[src/uart_irq_pkg.sv]
package uart_irq_pkg;

	////////////////////////////////////////////////////////////////////////////////
	// Register indices; the byte address on the bus is four times the index.
	localparam int ADDR_W = 12;
	localparam logic [7:0] IDX_INT_ENABLE = 8'hC1;
	localparam logic [7:0] IDX_IDENT_FCTL = 8'hC2;
	localparam logic [7:0] IDX_MODEM_CONTROL = 8'hC4;
	localparam logic [7:0] IDX_LINE_STATUS = 8'hC5;
	localparam logic [7:0] IDX_MODEM_STATUS = 8'hC6;
	localparam logic [7:0] IDX_EVENT_STATUS = 8'hC8;
	localparam logic [7:0] IDX_EVENT_CLEAR = 8'hC9;
	localparam logic [ADDR_W-1:0] ADDR_INT_ENABLE = {2'h0, IDX_INT_ENABLE, 2'h0};
	localparam logic [ADDR_W-1:0] ADDR_IDENT_FCTL = {2'h0, IDX_IDENT_FCTL, 2'h0};
	localparam logic [ADDR_W-1:0] ADDR_MODEM_CONTROL = {2'h0, IDX_MODEM_CONTROL, 2'h0};
	localparam logic [ADDR_W-1:0] ADDR_LINE_STATUS = {2'h0, IDX_LINE_STATUS, 2'h0};
	localparam logic [ADDR_W-1:0] ADDR_MODEM_STATUS = {2'h0, IDX_MODEM_STATUS, 2'h0};
	localparam logic [ADDR_W-1:0] ADDR_EVENT_STATUS = {2'h0, IDX_EVENT_STATUS, 2'h0};
	localparam logic [ADDR_W-1:0] ADDR_EVENT_CLEAR = {2'h0, IDX_EVENT_CLEAR, 2'h0};

	////////////////////////////////////////////////////////////////////////////////
	// Interrupt source bits, shared by enable, status and clear registers.
	localparam int EV_W = 5;
	localparam int EV_RX = 0;
	localparam int EV_TX_EMPTY = 1;
	localparam int EV_LINE = 2;
	localparam int EV_MODEM = 3;
	localparam int EV_TX_DONE = 4;

	// Modem control bits.
	localparam int MC_W = 5;
	localparam int MC_DTR = 0;
	localparam int MC_RTS = 1;
	localparam int MC_USER_OUTPUT_ONE = 2;
	localparam int MC_USER_OUTPUT_TWO = 3;
	localparam int MC_LOOP = 4;

	// Modem status change flag bits in the low nibble.
	localparam int MS_CTS_CHG = 0;
	localparam int MS_DSR_CHG = 1;
	localparam int MS_RI_TRAIL = 2;
	localparam int MS_DCD_CHG = 3;

	// Line status bits.
	localparam int LS_DATA_READY = 0;
	localparam int LS_ERR_LO = 1;
	localparam int LS_THR_EMPTY = 5;
	localparam int LS_TX_IDLE = 6;
	localparam int LS_FIFO_ERR = 7;

	// FIFO control and identification fields.
	localparam int FC_FIFO_EN = 0;
	localparam int II_NONE = 0;
	localparam int II_CODE_LO = 1;
	localparam int II_FIFO_ON = 7;
	localparam logic [2:0] CODE_LINE = 3'h3;
	localparam logic [2:0] CODE_RX = 3'h2;
	localparam logic [2:0] CODE_TIMEOUT = 3'h6;
	localparam logic [2:0] CODE_TX_EMPTY = 3'h1;
	localparam logic [2:0] CODE_TX_DONE = 3'h4;
	localparam logic [2:0] CODE_MODEM = 3'h0;

	// Reset values.
	localparam logic [EV_W-1:0] INT_ENABLE_RST = 5'h00;
	localparam logic [MC_W-1:0] MODEM_CONTROL_RST = 5'h00;
	localparam logic [7:0] IDENT_RST = 8'h01;

	////////////////////////////////////////////////////////////////////////////////
	typedef enum logic [2:0] {
		BUS_IDLE = 3'h1,
		BUS_LATCH = 3'h2,
		BUS_DONE = 3'h4
	} bus_state_t;

	// Modem input pins, active low, ordered as the status nibble.
	typedef struct packed {
		logic dcd_n;
		logic ri_n;
		logic dsr_n;
		logic cts_n;
	} modem_pins_t;

	typedef struct packed {
		logic dtr_n;
		logic rts_n;
		logic user_output_one;
		logic user_output_two;
	} modem_drive_t;

	// Status from the receiver and transmitter around this block.
	typedef struct packed {
		logic rx_data_ready;
		logic rx_timeout;
		logic rx_fifo_err;
		logic tx_holding_empty;
		logic tx_shift_empty;
		logic parity_err;
		logic framing_err;
		logic overrun_err;
		logic break_seen;
	} core_status_t;

endpackage : uart_irq_pkg

[src/modem_edge_detect.sv]
module modem_edge_detect
	import uart_irq_pkg::*;
(
	input wire logic pclk,
	input wire logic presetn,
	input wire logic [3:0] level,
	output logic [3:0] change,
	output logic [3:0] fall
);

	typedef struct packed {
		logic [3:0] prev;
		logic primed;
	} edge_state_t;

	edge_state_t s_q;
	edge_state_t s_d;

	always_comb begin
		s_d = s_q;
		s_d.prev = level;
		s_d.primed = 1'b1;
	end

	always_ff @(posedge pclk or negedge presetn) begin
		if (!presetn) begin
			s_q <= '0;
		end else begin
			s_q <= s_d;
		end
	end

	// The first cycle after reset holds no valid history, so no edge is reported then.
	for (genvar i = 0; i < 4; i++) begin : g_bit
		assign change[i] = s_q.primed & (s_q.prev[i] ^ level[i]);
		assign fall[i] = s_q.primed & s_q.prev[i] & ~level[i];
	end

endmodule : modem_edge_detect

[src/uart_irq_modem_status.sv]
module uart_irq_modem_status
	import uart_irq_pkg::*;
(
	input wire logic pclk,
	input wire logic presetn,
	input wire logic psel,
	input wire logic penable,
	input wire logic pwrite,
	input wire logic [ADDR_W-1:0] paddr,
	input wire logic [31:0] pwdata,
	output logic [31:0] prdata,
	output logic pready,
	output logic pslverr,
	input wire modem_pins_t modem_pins,
	output modem_drive_t modem_drive,
	input wire core_status_t core_status,
	output logic fifo_on_status,
	output logic irq
);

	////////////////////////////////////////////////////////////////////////////////
	// State.
	typedef struct packed {
		bus_state_t bus;
		logic [31:0] rdata;
		logic slverr;
		logic [EV_W-1:0] int_enable;
		logic fifo_on;
		logic [MC_W-1:0] modem_control;
		logic [3:0] line_err;
		logic [3:0] modem_flags;
		logic [EV_W-1:0] ev_status;
		modem_drive_t drive;
	} state_t;

	state_t s_q;
	state_t s_d;

	logic [3:0] modem_level;
	logic [3:0] modem_change;
	logic [3:0] modem_fall;
	logic [3:0] flag_set;
	logic [3:0] line_err_set;
	logic [EV_W-1:0] ev_set;
	logic [EV_W-1:0] pending;
	logic [7:0] ident_value;
	logic [7:0] modem_status_value;
	logic [7:0] line_status_value;
	logic [31:0] read_value;
	logic addr_hit;
	logic access_start;
	logic access_end;
	logic rd_modem_status;
	logic rd_line_status;
	logic wr_ok;

	////////////////////////////////////////////////////////////////////////////////
	// Modem status inputs: inverted pins in normal mode, looped back outputs otherwise.
	always_comb begin
		if (s_q.modem_control[MC_LOOP]) begin
			modem_level[3] = s_q.modem_control[MC_USER_OUTPUT_TWO];
			modem_level[2] = s_q.modem_control[MC_USER_OUTPUT_ONE];
			modem_level[1] = s_q.modem_control[MC_DTR];
			modem_level[0] = s_q.modem_control[MC_RTS];
		end else begin
			modem_level[3] = ~modem_pins.dcd_n;
			modem_level[2] = ~modem_pins.ri_n;
			modem_level[1] = ~modem_pins.dsr_n;
			modem_level[0] = ~modem_pins.cts_n;
		end
	end

	modem_edge_detect u_edges (
		.pclk(pclk),
		.presetn(presetn),
		.level(modem_level),
		.change(modem_change),
		.fall(modem_fall)
	);

	// A trailing ring edge is the status bit falling, that is the active-low pin releasing.
	always_comb begin
		flag_set = '0;
		flag_set[MS_DCD_CHG] = modem_change[3];
		flag_set[MS_RI_TRAIL] = modem_fall[2];
		flag_set[MS_DSR_CHG] = modem_change[1];
		flag_set[MS_CTS_CHG] = modem_change[0];
	end

	assign line_err_set = {core_status.break_seen, core_status.framing_err,
		core_status.parity_err, core_status.overrun_err};

	////////////////////////////////////////////////////////////////////////////////
	// Interrupt sources; level causes keep setting their bit while they last.
	always_comb begin
		ev_set = '0;
		ev_set[EV_RX] = core_status.rx_data_ready | core_status.rx_timeout;
		ev_set[EV_TX_EMPTY] = core_status.tx_holding_empty;
		ev_set[EV_LINE] = |line_err_set;
		ev_set[EV_MODEM] = |flag_set;
		ev_set[EV_TX_DONE] = core_status.tx_holding_empty & core_status.tx_shift_empty;
	end

	// Only enabled sources reach the output and the identification code.
	assign pending = s_q.ev_status & s_q.int_enable;
	assign irq = |pending;

	////////////////////////////////////////////////////////////////////////////////
	// Read values.
	always_comb begin
		ident_value = IDENT_RST;
		ident_value[II_FIFO_ON] = s_q.fifo_on;
		if (pending[EV_LINE]) begin
			ident_value[II_CODE_LO +: 3] = CODE_LINE;
			ident_value[II_NONE] = 1'b0;
		end else if (pending[EV_RX]) begin
			ident_value[II_CODE_LO +: 3] = core_status.rx_timeout ? CODE_TIMEOUT : CODE_RX;
			ident_value[II_NONE] = 1'b0;
		end else if (pending[EV_TX_EMPTY]) begin
			ident_value[II_CODE_LO +: 3] = CODE_TX_EMPTY;
			ident_value[II_NONE] = 1'b0;
		end else if (pending[EV_TX_DONE]) begin
			ident_value[II_CODE_LO +: 3] = CODE_TX_DONE;
			ident_value[II_NONE] = 1'b0;
		end else if (pending[EV_MODEM]) begin
			ident_value[II_CODE_LO +: 3] = CODE_MODEM;
			ident_value[II_NONE] = 1'b0;
		end
	end

	assign modem_status_value = {modem_level, s_q.modem_flags};

	always_comb begin
		line_status_value = '0;
		line_status_value[LS_DATA_READY] = core_status.rx_data_ready;
		line_status_value[LS_ERR_LO +: 4] = s_q.line_err;
		line_status_value[LS_THR_EMPTY] = core_status.tx_holding_empty;
		line_status_value[LS_TX_IDLE] = core_status.tx_holding_empty & core_status.tx_shift_empty;
		line_status_value[LS_FIFO_ERR] = core_status.rx_fifo_err;
	end

	always_comb begin
		read_value = '0;
		addr_hit = 1'b1;
		case (paddr)
			ADDR_INT_ENABLE: begin
				read_value[EV_W-1:0] = s_q.int_enable;
			end
			ADDR_IDENT_FCTL: begin
				read_value[7:0] = ident_value;
			end
			ADDR_MODEM_CONTROL: begin
				read_value[MC_W-1:0] = s_q.modem_control;
			end
			ADDR_LINE_STATUS: begin
				read_value[7:0] = line_status_value;
			end
			ADDR_MODEM_STATUS: begin
				read_value[7:0] = modem_status_value;
			end
			ADDR_EVENT_STATUS: begin
				read_value[EV_W-1:0] = s_q.ev_status;
			end
			ADDR_EVENT_CLEAR: begin
				read_value = '0;
			end
			default: begin
				addr_hit = 1'b0;
			end
		endcase
	end

	////////////////////////////////////////////////////////////////////////////////
	// Bus sequencing: two wait states, the answer and every side effect at the final edge.
	assign access_start = psel & penable & (s_q.bus == BUS_IDLE);
	assign access_end = psel & penable & (s_q.bus == BUS_DONE);
	assign wr_ok = access_end & pwrite & ~s_q.slverr;
	assign rd_modem_status = access_end & ~pwrite & (paddr == ADDR_MODEM_STATUS);
	assign rd_line_status = access_end & ~pwrite & (paddr == ADDR_LINE_STATUS);

	assign pready = (s_q.bus == BUS_DONE);
	assign pslverr = (s_q.bus == BUS_DONE) & s_q.slverr;
	assign prdata = s_q.rdata;
	assign fifo_on_status = s_q.fifo_on;
	assign modem_drive = s_q.drive;

	////////////////////////////////////////////////////////////////////////////////
	// Next state.
	always_comb begin
		s_d = s_q;

		case (s_q.bus)
			BUS_IDLE: begin
				if (access_start) begin
					s_d.bus = BUS_LATCH;
				end
			end
			BUS_LATCH: begin
				s_d.rdata = pwrite ? 32'h0000_0000 : read_value;
				s_d.slverr = ~addr_hit;
				s_d.bus = BUS_DONE;
			end
			BUS_DONE: begin
				s_d.bus = BUS_IDLE;
			end
			default: begin
				s_d.bus = BUS_IDLE;
			end
		endcase

		if (wr_ok) begin
			case (paddr)
				ADDR_INT_ENABLE: begin
					s_d.int_enable = pwdata[EV_W-1:0];
				end
				ADDR_IDENT_FCTL: begin
					s_d.fifo_on = pwdata[FC_FIFO_EN];
				end
				ADDR_MODEM_CONTROL: begin
					s_d.modem_control = pwdata[MC_W-1:0];
				end
				default: begin
				end
			endcase
		end

		// Clears come first so that an event in the same cycle still lands.
		if (wr_ok && paddr == ADDR_EVENT_CLEAR) begin
			s_d.ev_status = s_q.ev_status & ~pwdata[EV_W-1:0];
		end
		if (rd_modem_status) begin
			s_d.modem_flags = '0;
			s_d.ev_status[EV_MODEM] = 1'b0;
		end
		if (rd_line_status) begin
			s_d.line_err = '0;
			s_d.ev_status[EV_LINE] = 1'b0;
		end
		s_d.modem_flags = s_d.modem_flags | flag_set;
		s_d.line_err = s_d.line_err | line_err_set;
		s_d.ev_status = s_d.ev_status | ev_set;

		// In internal_loop_mode the modem outputs rest inactive.
		s_d.drive.dtr_n = s_d.modem_control[MC_LOOP] | ~s_d.modem_control[MC_DTR];
		s_d.drive.rts_n = s_d.modem_control[MC_LOOP] | ~s_d.modem_control[MC_RTS];
		s_d.drive.user_output_one = ~s_d.modem_control[MC_LOOP] & s_d.modem_control[MC_USER_OUTPUT_ONE];
		s_d.drive.user_output_two = ~s_d.modem_control[MC_LOOP] & s_d.modem_control[MC_USER_OUTPUT_TWO];
	end

	always_ff @(posedge pclk or negedge presetn) begin
		if (!presetn) begin
			s_q.bus <= BUS_IDLE;
			s_q.rdata <= '0;
			s_q.slverr <= 1'b0;
			s_q.int_enable <= INT_ENABLE_RST;
			s_q.fifo_on <= 1'b0;
			s_q.modem_control <= MODEM_CONTROL_RST;
			s_q.line_err <= '0;
			s_q.modem_flags <= '0;
			s_q.ev_status <= '0;
			s_q.drive <= 4'hC;
		end else begin
			s_q <= s_d;
		end
	end

endmodule : uart_irq_modem_status

[config.mk]
export PLATFORM = sky130hd
export DESIGN_NAME = uart_irq_modem_status
export DESIGN_NICKNAME = d
export VERILOG_FILES = /design/src/uart_irq_pkg.sv /design/src/modem_edge_detect.sv /design/src/uart_irq_modem_status.sv
export SDC_FILE = /design/constraint.sdc
export NUM_CORES = 1
export LEC_CHECK = 0
export BUFFER_PORTS_ARGS = -buffer_cell sky130_fd_sc_hd__buf_2
export CAP_MARGIN = 20
export CORE_UTILIZATION = 40
export CTS_BUF_LIST = sky130_fd_sc_hd__clkbuf_4 sky130_fd_sc_hd__clkbuf_8
export CTS_CLUSTER_DIAMETER = 80
export DETAILED_ROUTE_END_ITERATION = 16
export PLACE_DENSITY_LB_ADDON = 0.08
export SLEW_MARGIN = 20
export SYNTH_ARGS = -nofsm -noshare
export SYNTH_HDL_FRONTEND = slang
export SYNTH_SLANG_ARGS = --single-unit
[constraint.sdc]
create_clock -name pclk -period 3.4 [get_ports pclk]
set_clock_uncertainty 0.2 [all_clocks]
set_input_delay 0.34 -clock pclk [delete_from_list [all_inputs] [get_ports pclk]]
set_output_delay 0.34 -clock pclk [all_outputs]
set_load 0.02 [all_outputs]
After elaboration in Yosys (flattened, before gate mapping):

Index checks and enable logic that the tools add are counted.

* register bits: 69
* logic and storage cells: 93

* bitwise gates (word level): 40
* equality and inequality tests: 11
* muxes and demuxes: 20
* reduce and logical (&&, ||, !) cells: 7

Operators by type and width (count)
* == test 12 x 10 -> 1 bit, second input constant: 7
* one-hot mux 5 bit (6 select lines): 1
* 2-to-1 mux 4 bit: 7
* bitwise AND 1 bit: 17
* 2-to-1 mux 5 bit: 3
* NOT 1 bit: 11
* bitwise AND 5 bit: 2
* one-hot mux 3 bit (3 select lines): 1
* 2-to-1 mux 8 bit: 1
* OR 4 bit: 2
* OR reduction 4 bit: 2
* OR reduction 7 bit: 1
* 2-to-1 mux 3 bit: 2
* one-hot mux 3 bit (2 select lines): 1
* NOT 5 bit: 1
* OR 5 bit: 1
* OR reduction 5 bit: 1
* 2-to-1 mux 1 bit: 4
* AND reduction 2 bit: 2
* == test 3 x 1 -> 1 bit, second input constant: 1
* == test 3 x 2 -> 1 bit, second input constant: 1
* == test 3 bit, second input constant: 1
* OR 1 bit: 3
* XOR 1 bit: 3
* other kinds (2): 2

Logic depth before layout (Yosys ltp):

* word-level depth: 8
* mapped depth: 7
* depth with buffers taken out: 5

By module:

From an unflattened synthesis, not the netlist that was laid out.

* cell total of the unflattened synthesis: 266
* area total of the unflattened synthesis: 2716.4 µm²

By module, submodules not included
* uart_irq_modem_status: cells each 247, instances 1, area an instance 2493.6 µm²
* modem_edge_detect: cells each 19, instances 1, area an instance 222.7 µm²

Least setup slack after synthesis:

No wires, ideal clock.

* path type: flip-flop to flip-flop
* start: register s_q[62] (netlist bit)
* end: register s_q[19] (netlist bit)
* path buffers: 0
* stages on the path, launching flop included: 5
* clock period less this slack: 2090 ps
* arrival time: 1766 ps
* slack: 1310 ps
* cells stage by stage: dfrtp_1 > nor3b_2 > nand3_1 > nor4_4 > mux2_2

RTL lines
* from (decl): line uart_irq_modem_status.sv:36 `state_t s_q;`

==> results.toml <==
[die]
start_util_pct = 42.67
die_area_sq_um = 6791
core_area_sq_um = 6061
die_h_um = 82.41
pin_count = 102
num_rows = 28
die_w_um = 82.41

[run]
cap_violations = 0

[clock_tree]
numCtsBuffers = 5
cts_resized = 0
cts_sinks = 45
ctsHoldBuffers = 0
clk_latency_ns = 0.30
cts-htree-levels = 2
cts_setup_buffers = 0
cts_tree = "built"
ctsLongestPathBuffers = 2
cts-root-buf = "clkbuf_8"
clkTransAtPathRegs_ns = 0.09

[yosys]
synth-edff-count = 0
yosys.area.top_type = "dfrtp_1"
synthCells = 260
synth_common_cells = "dfrtp_1 (42), buf_4 (36), nand2_1 (24), mux2_2 (11), nor2_1 (11)"
synth.most_common_cell = "dfrtp_1"
synth_cell_types = 51
syn_avg_cell_area_sq_um = 9.947
synth_seq_cells = 45
synth_ff_type = "dfrtp_1"
synth_top_area_share_pct = 40.64
yosysWarningCount = 0
synth_area_sq_um = 2586
yosys-top-cells-area = "dfrtp_1 (41%), buf_4 (10%), mux2_2 (4.8%)"
seq_area_frac_synth_pct = 43.69
async_flop_share_pct = 100.0

[power_and_ir_drop]
ir_drop_v = 0.0002307
total_power_uw = 1155
p_leak_uw = 0.001233
power.density_nw_per_um2 = 407.3

[detailed_routing]
vias = 1945
detail_route.first_pass.iterations = 4
wl_per_cell_um = 16.16
drt-initial-drc-count = 147
detail-route-antenna-nets = 0
drc = 0
viasPerCell = 5.228
routed_wirelength_mm = 6.013

[global_route]
grt_max_degree = 46
use_met3_pct = 4.615
grt_pass1_vias = 1763
antenna_found_initial = 0
grt_usage_pct = 19.45
grt_busiest_layer = "met2"
grt_overflow_total = 0
grt_use_met2_pct = 29.09
grt_pass1_wl_mm = 9.411
grtUsageMet1_pct = 28.13

[cells_and_area]
drive_gt1_share_pct = 27.95
diodes = 0
area_growth_pct = 9.628
finalInstanceArea_sq_um = 2835
fin_nets = 358
fillers = 620

[timing]
post-route-period-util_pct = 69.63
hold_viol = 0
slew_viol_final = 0
setup_ws_ns = 1.032
rsz0062_at_grt = "false"
setup_viol = 0
hold_slack_ns = 0.02438
worst_pin_slew_ns = 0.7061
max_freq_mhz = 422.4
max_slew_margin_pct = 52.57
period_needed_ns = 2.368
tns_ns = 0

[setup_path]
cpPeakStageDelay_ns = 0.67
crit_fanout = 16
worstSetupEndpointType = "flip-flop"
crit_chain = "nand2b_2 -> or3_4 -> nor4_4 -> mux2_2"
crit_path_start_kind = "flip-flop"
critPathKind = "reg -> reg"
cp_data_required_time_ns = 3.39
cp.arrival_ns = 2.35
crit_slowest_cell = "nor4_4"

[run_status]
outcome = "finished clean"

[hold_path]
hold_path.class = "in -> reg"

[place]
post-place-ws_ns = 0.8599
place_area_sq_um = 2703
gp_congestion = 0.8264
post-dp-hpwl_mm = 4.667
port_buffers = 50
final timing paths:
kind | from | to | slack [ns] | depth (start not counted)
max | s_q[28]$_DFFE_PN0N_ | s_q[19]$_DFF_PN0_ | 1.03 | 4
min | core_status[2] | line_status_value[3]$_DFF_PN0_ | 0.02 | 2
max reg2reg | s_q[28]$_DFFE_PN0N_ | s_q[19]$_DFF_PN0_ | 1.03 | 4
min reg2reg | s_q[63]$_DFFE_PN0P_ | s_q[62]$_DFFE_PN0P_ | 0.28 | 1
max in group asynchronous | presetn | prdata[0]$_DFFE_PN0N_ | 2.22 | 2
min in group asynchronous | presetn | s_q[62]$_DFFE_PN0P_ | 0.37 | 2
report_power, final:
| group | total (uW) | switching, uW | internal, uW |
|---|---|---|---|
| Combinational | 159 | 110 | 48.7 |
| Sequential | 566 | 9.91 | 556 |
| Clock | 430 | 183 | 248 |
per-layer routing:
metal / vias to the layer above / part of all wire, %
met1: 918 / 49
met5: - / 0
met4: 0 / 1.3
met2: 69 / 43
li1: 951 / -
met3: 7 / 6.5
worst max-delay path, delay by kind of cell (launching register included):
kind	cells	cell delay, ns
simple gates	3	1.25
flops	1	0.39
mux	1	0.41
area by class of cell:
| cell class | count | area, sq um | area share (%) |
|---|---|---|---|
| inverter | 8 | 30.03 | 1.059 |
| clock inverter | 1 | 30.03 | 1.059 |
| timing repair buffer | 51 | 262.8 | 9.267 |
| clock buffer | 7 | 90.09 | 3.177 |
| sequential | 45 | 1130 | 39.85 |
| multi-input combinational | 185 | 1199 | 42.28 |
| tap | 75 | 93.84 | 3.310 |
state kept, by name, indices dropped and copies added, names as in the netlist:
| signal | cells |
|---|---|
| modem_drive | 4 |
| fifo_on_status | 1 |
| u_edges.s_q | 5 |
| line_status_value | 4 |
| prdata | 8 |
| s_q | 19 |
| modem_status_value | 4 |
kinds of logic (layout without fill, tap and decap cells):
logic type	after synthesis	after routing	share of synthesized area, %
other	2	25	0.2904
multiplexers	17	17	7.112
AND/OR/NAND/NOR	84	84	19.35
buffers and inverters	53	67	13.30
AO/OA/AOI/OAI	56	56	15.24
XOR/XNOR	3	3	1.016
flip-flops	45	45	43.69
layout by cell type (no fill, tap or decap), types with 4 or more instances in the layout:
master      n
conb_1     25
o21ai_0     9
a21o_1      5
o2bb2ai_1   4
clkbuf_8    6
mux2_2     11
a22oi_1     7
nor4_1      4
nand3_1     9
inv_1       8
nand4_1     6
nand2_1    24
a21oi_1     8
dfrtp_1    42
nor2_1     11
mux2i_1     6
a211oi_1    6
buf_2      49
per-stage QoR:
stage	util (%)	instances
floorplan	-	283
global placement	44.59	363
detailed placement	44.59	363
CTS	46.57	371
global route	46.78	372
finish	46.78	372
No activity file was read; power rests on OpenSTA's default activity.
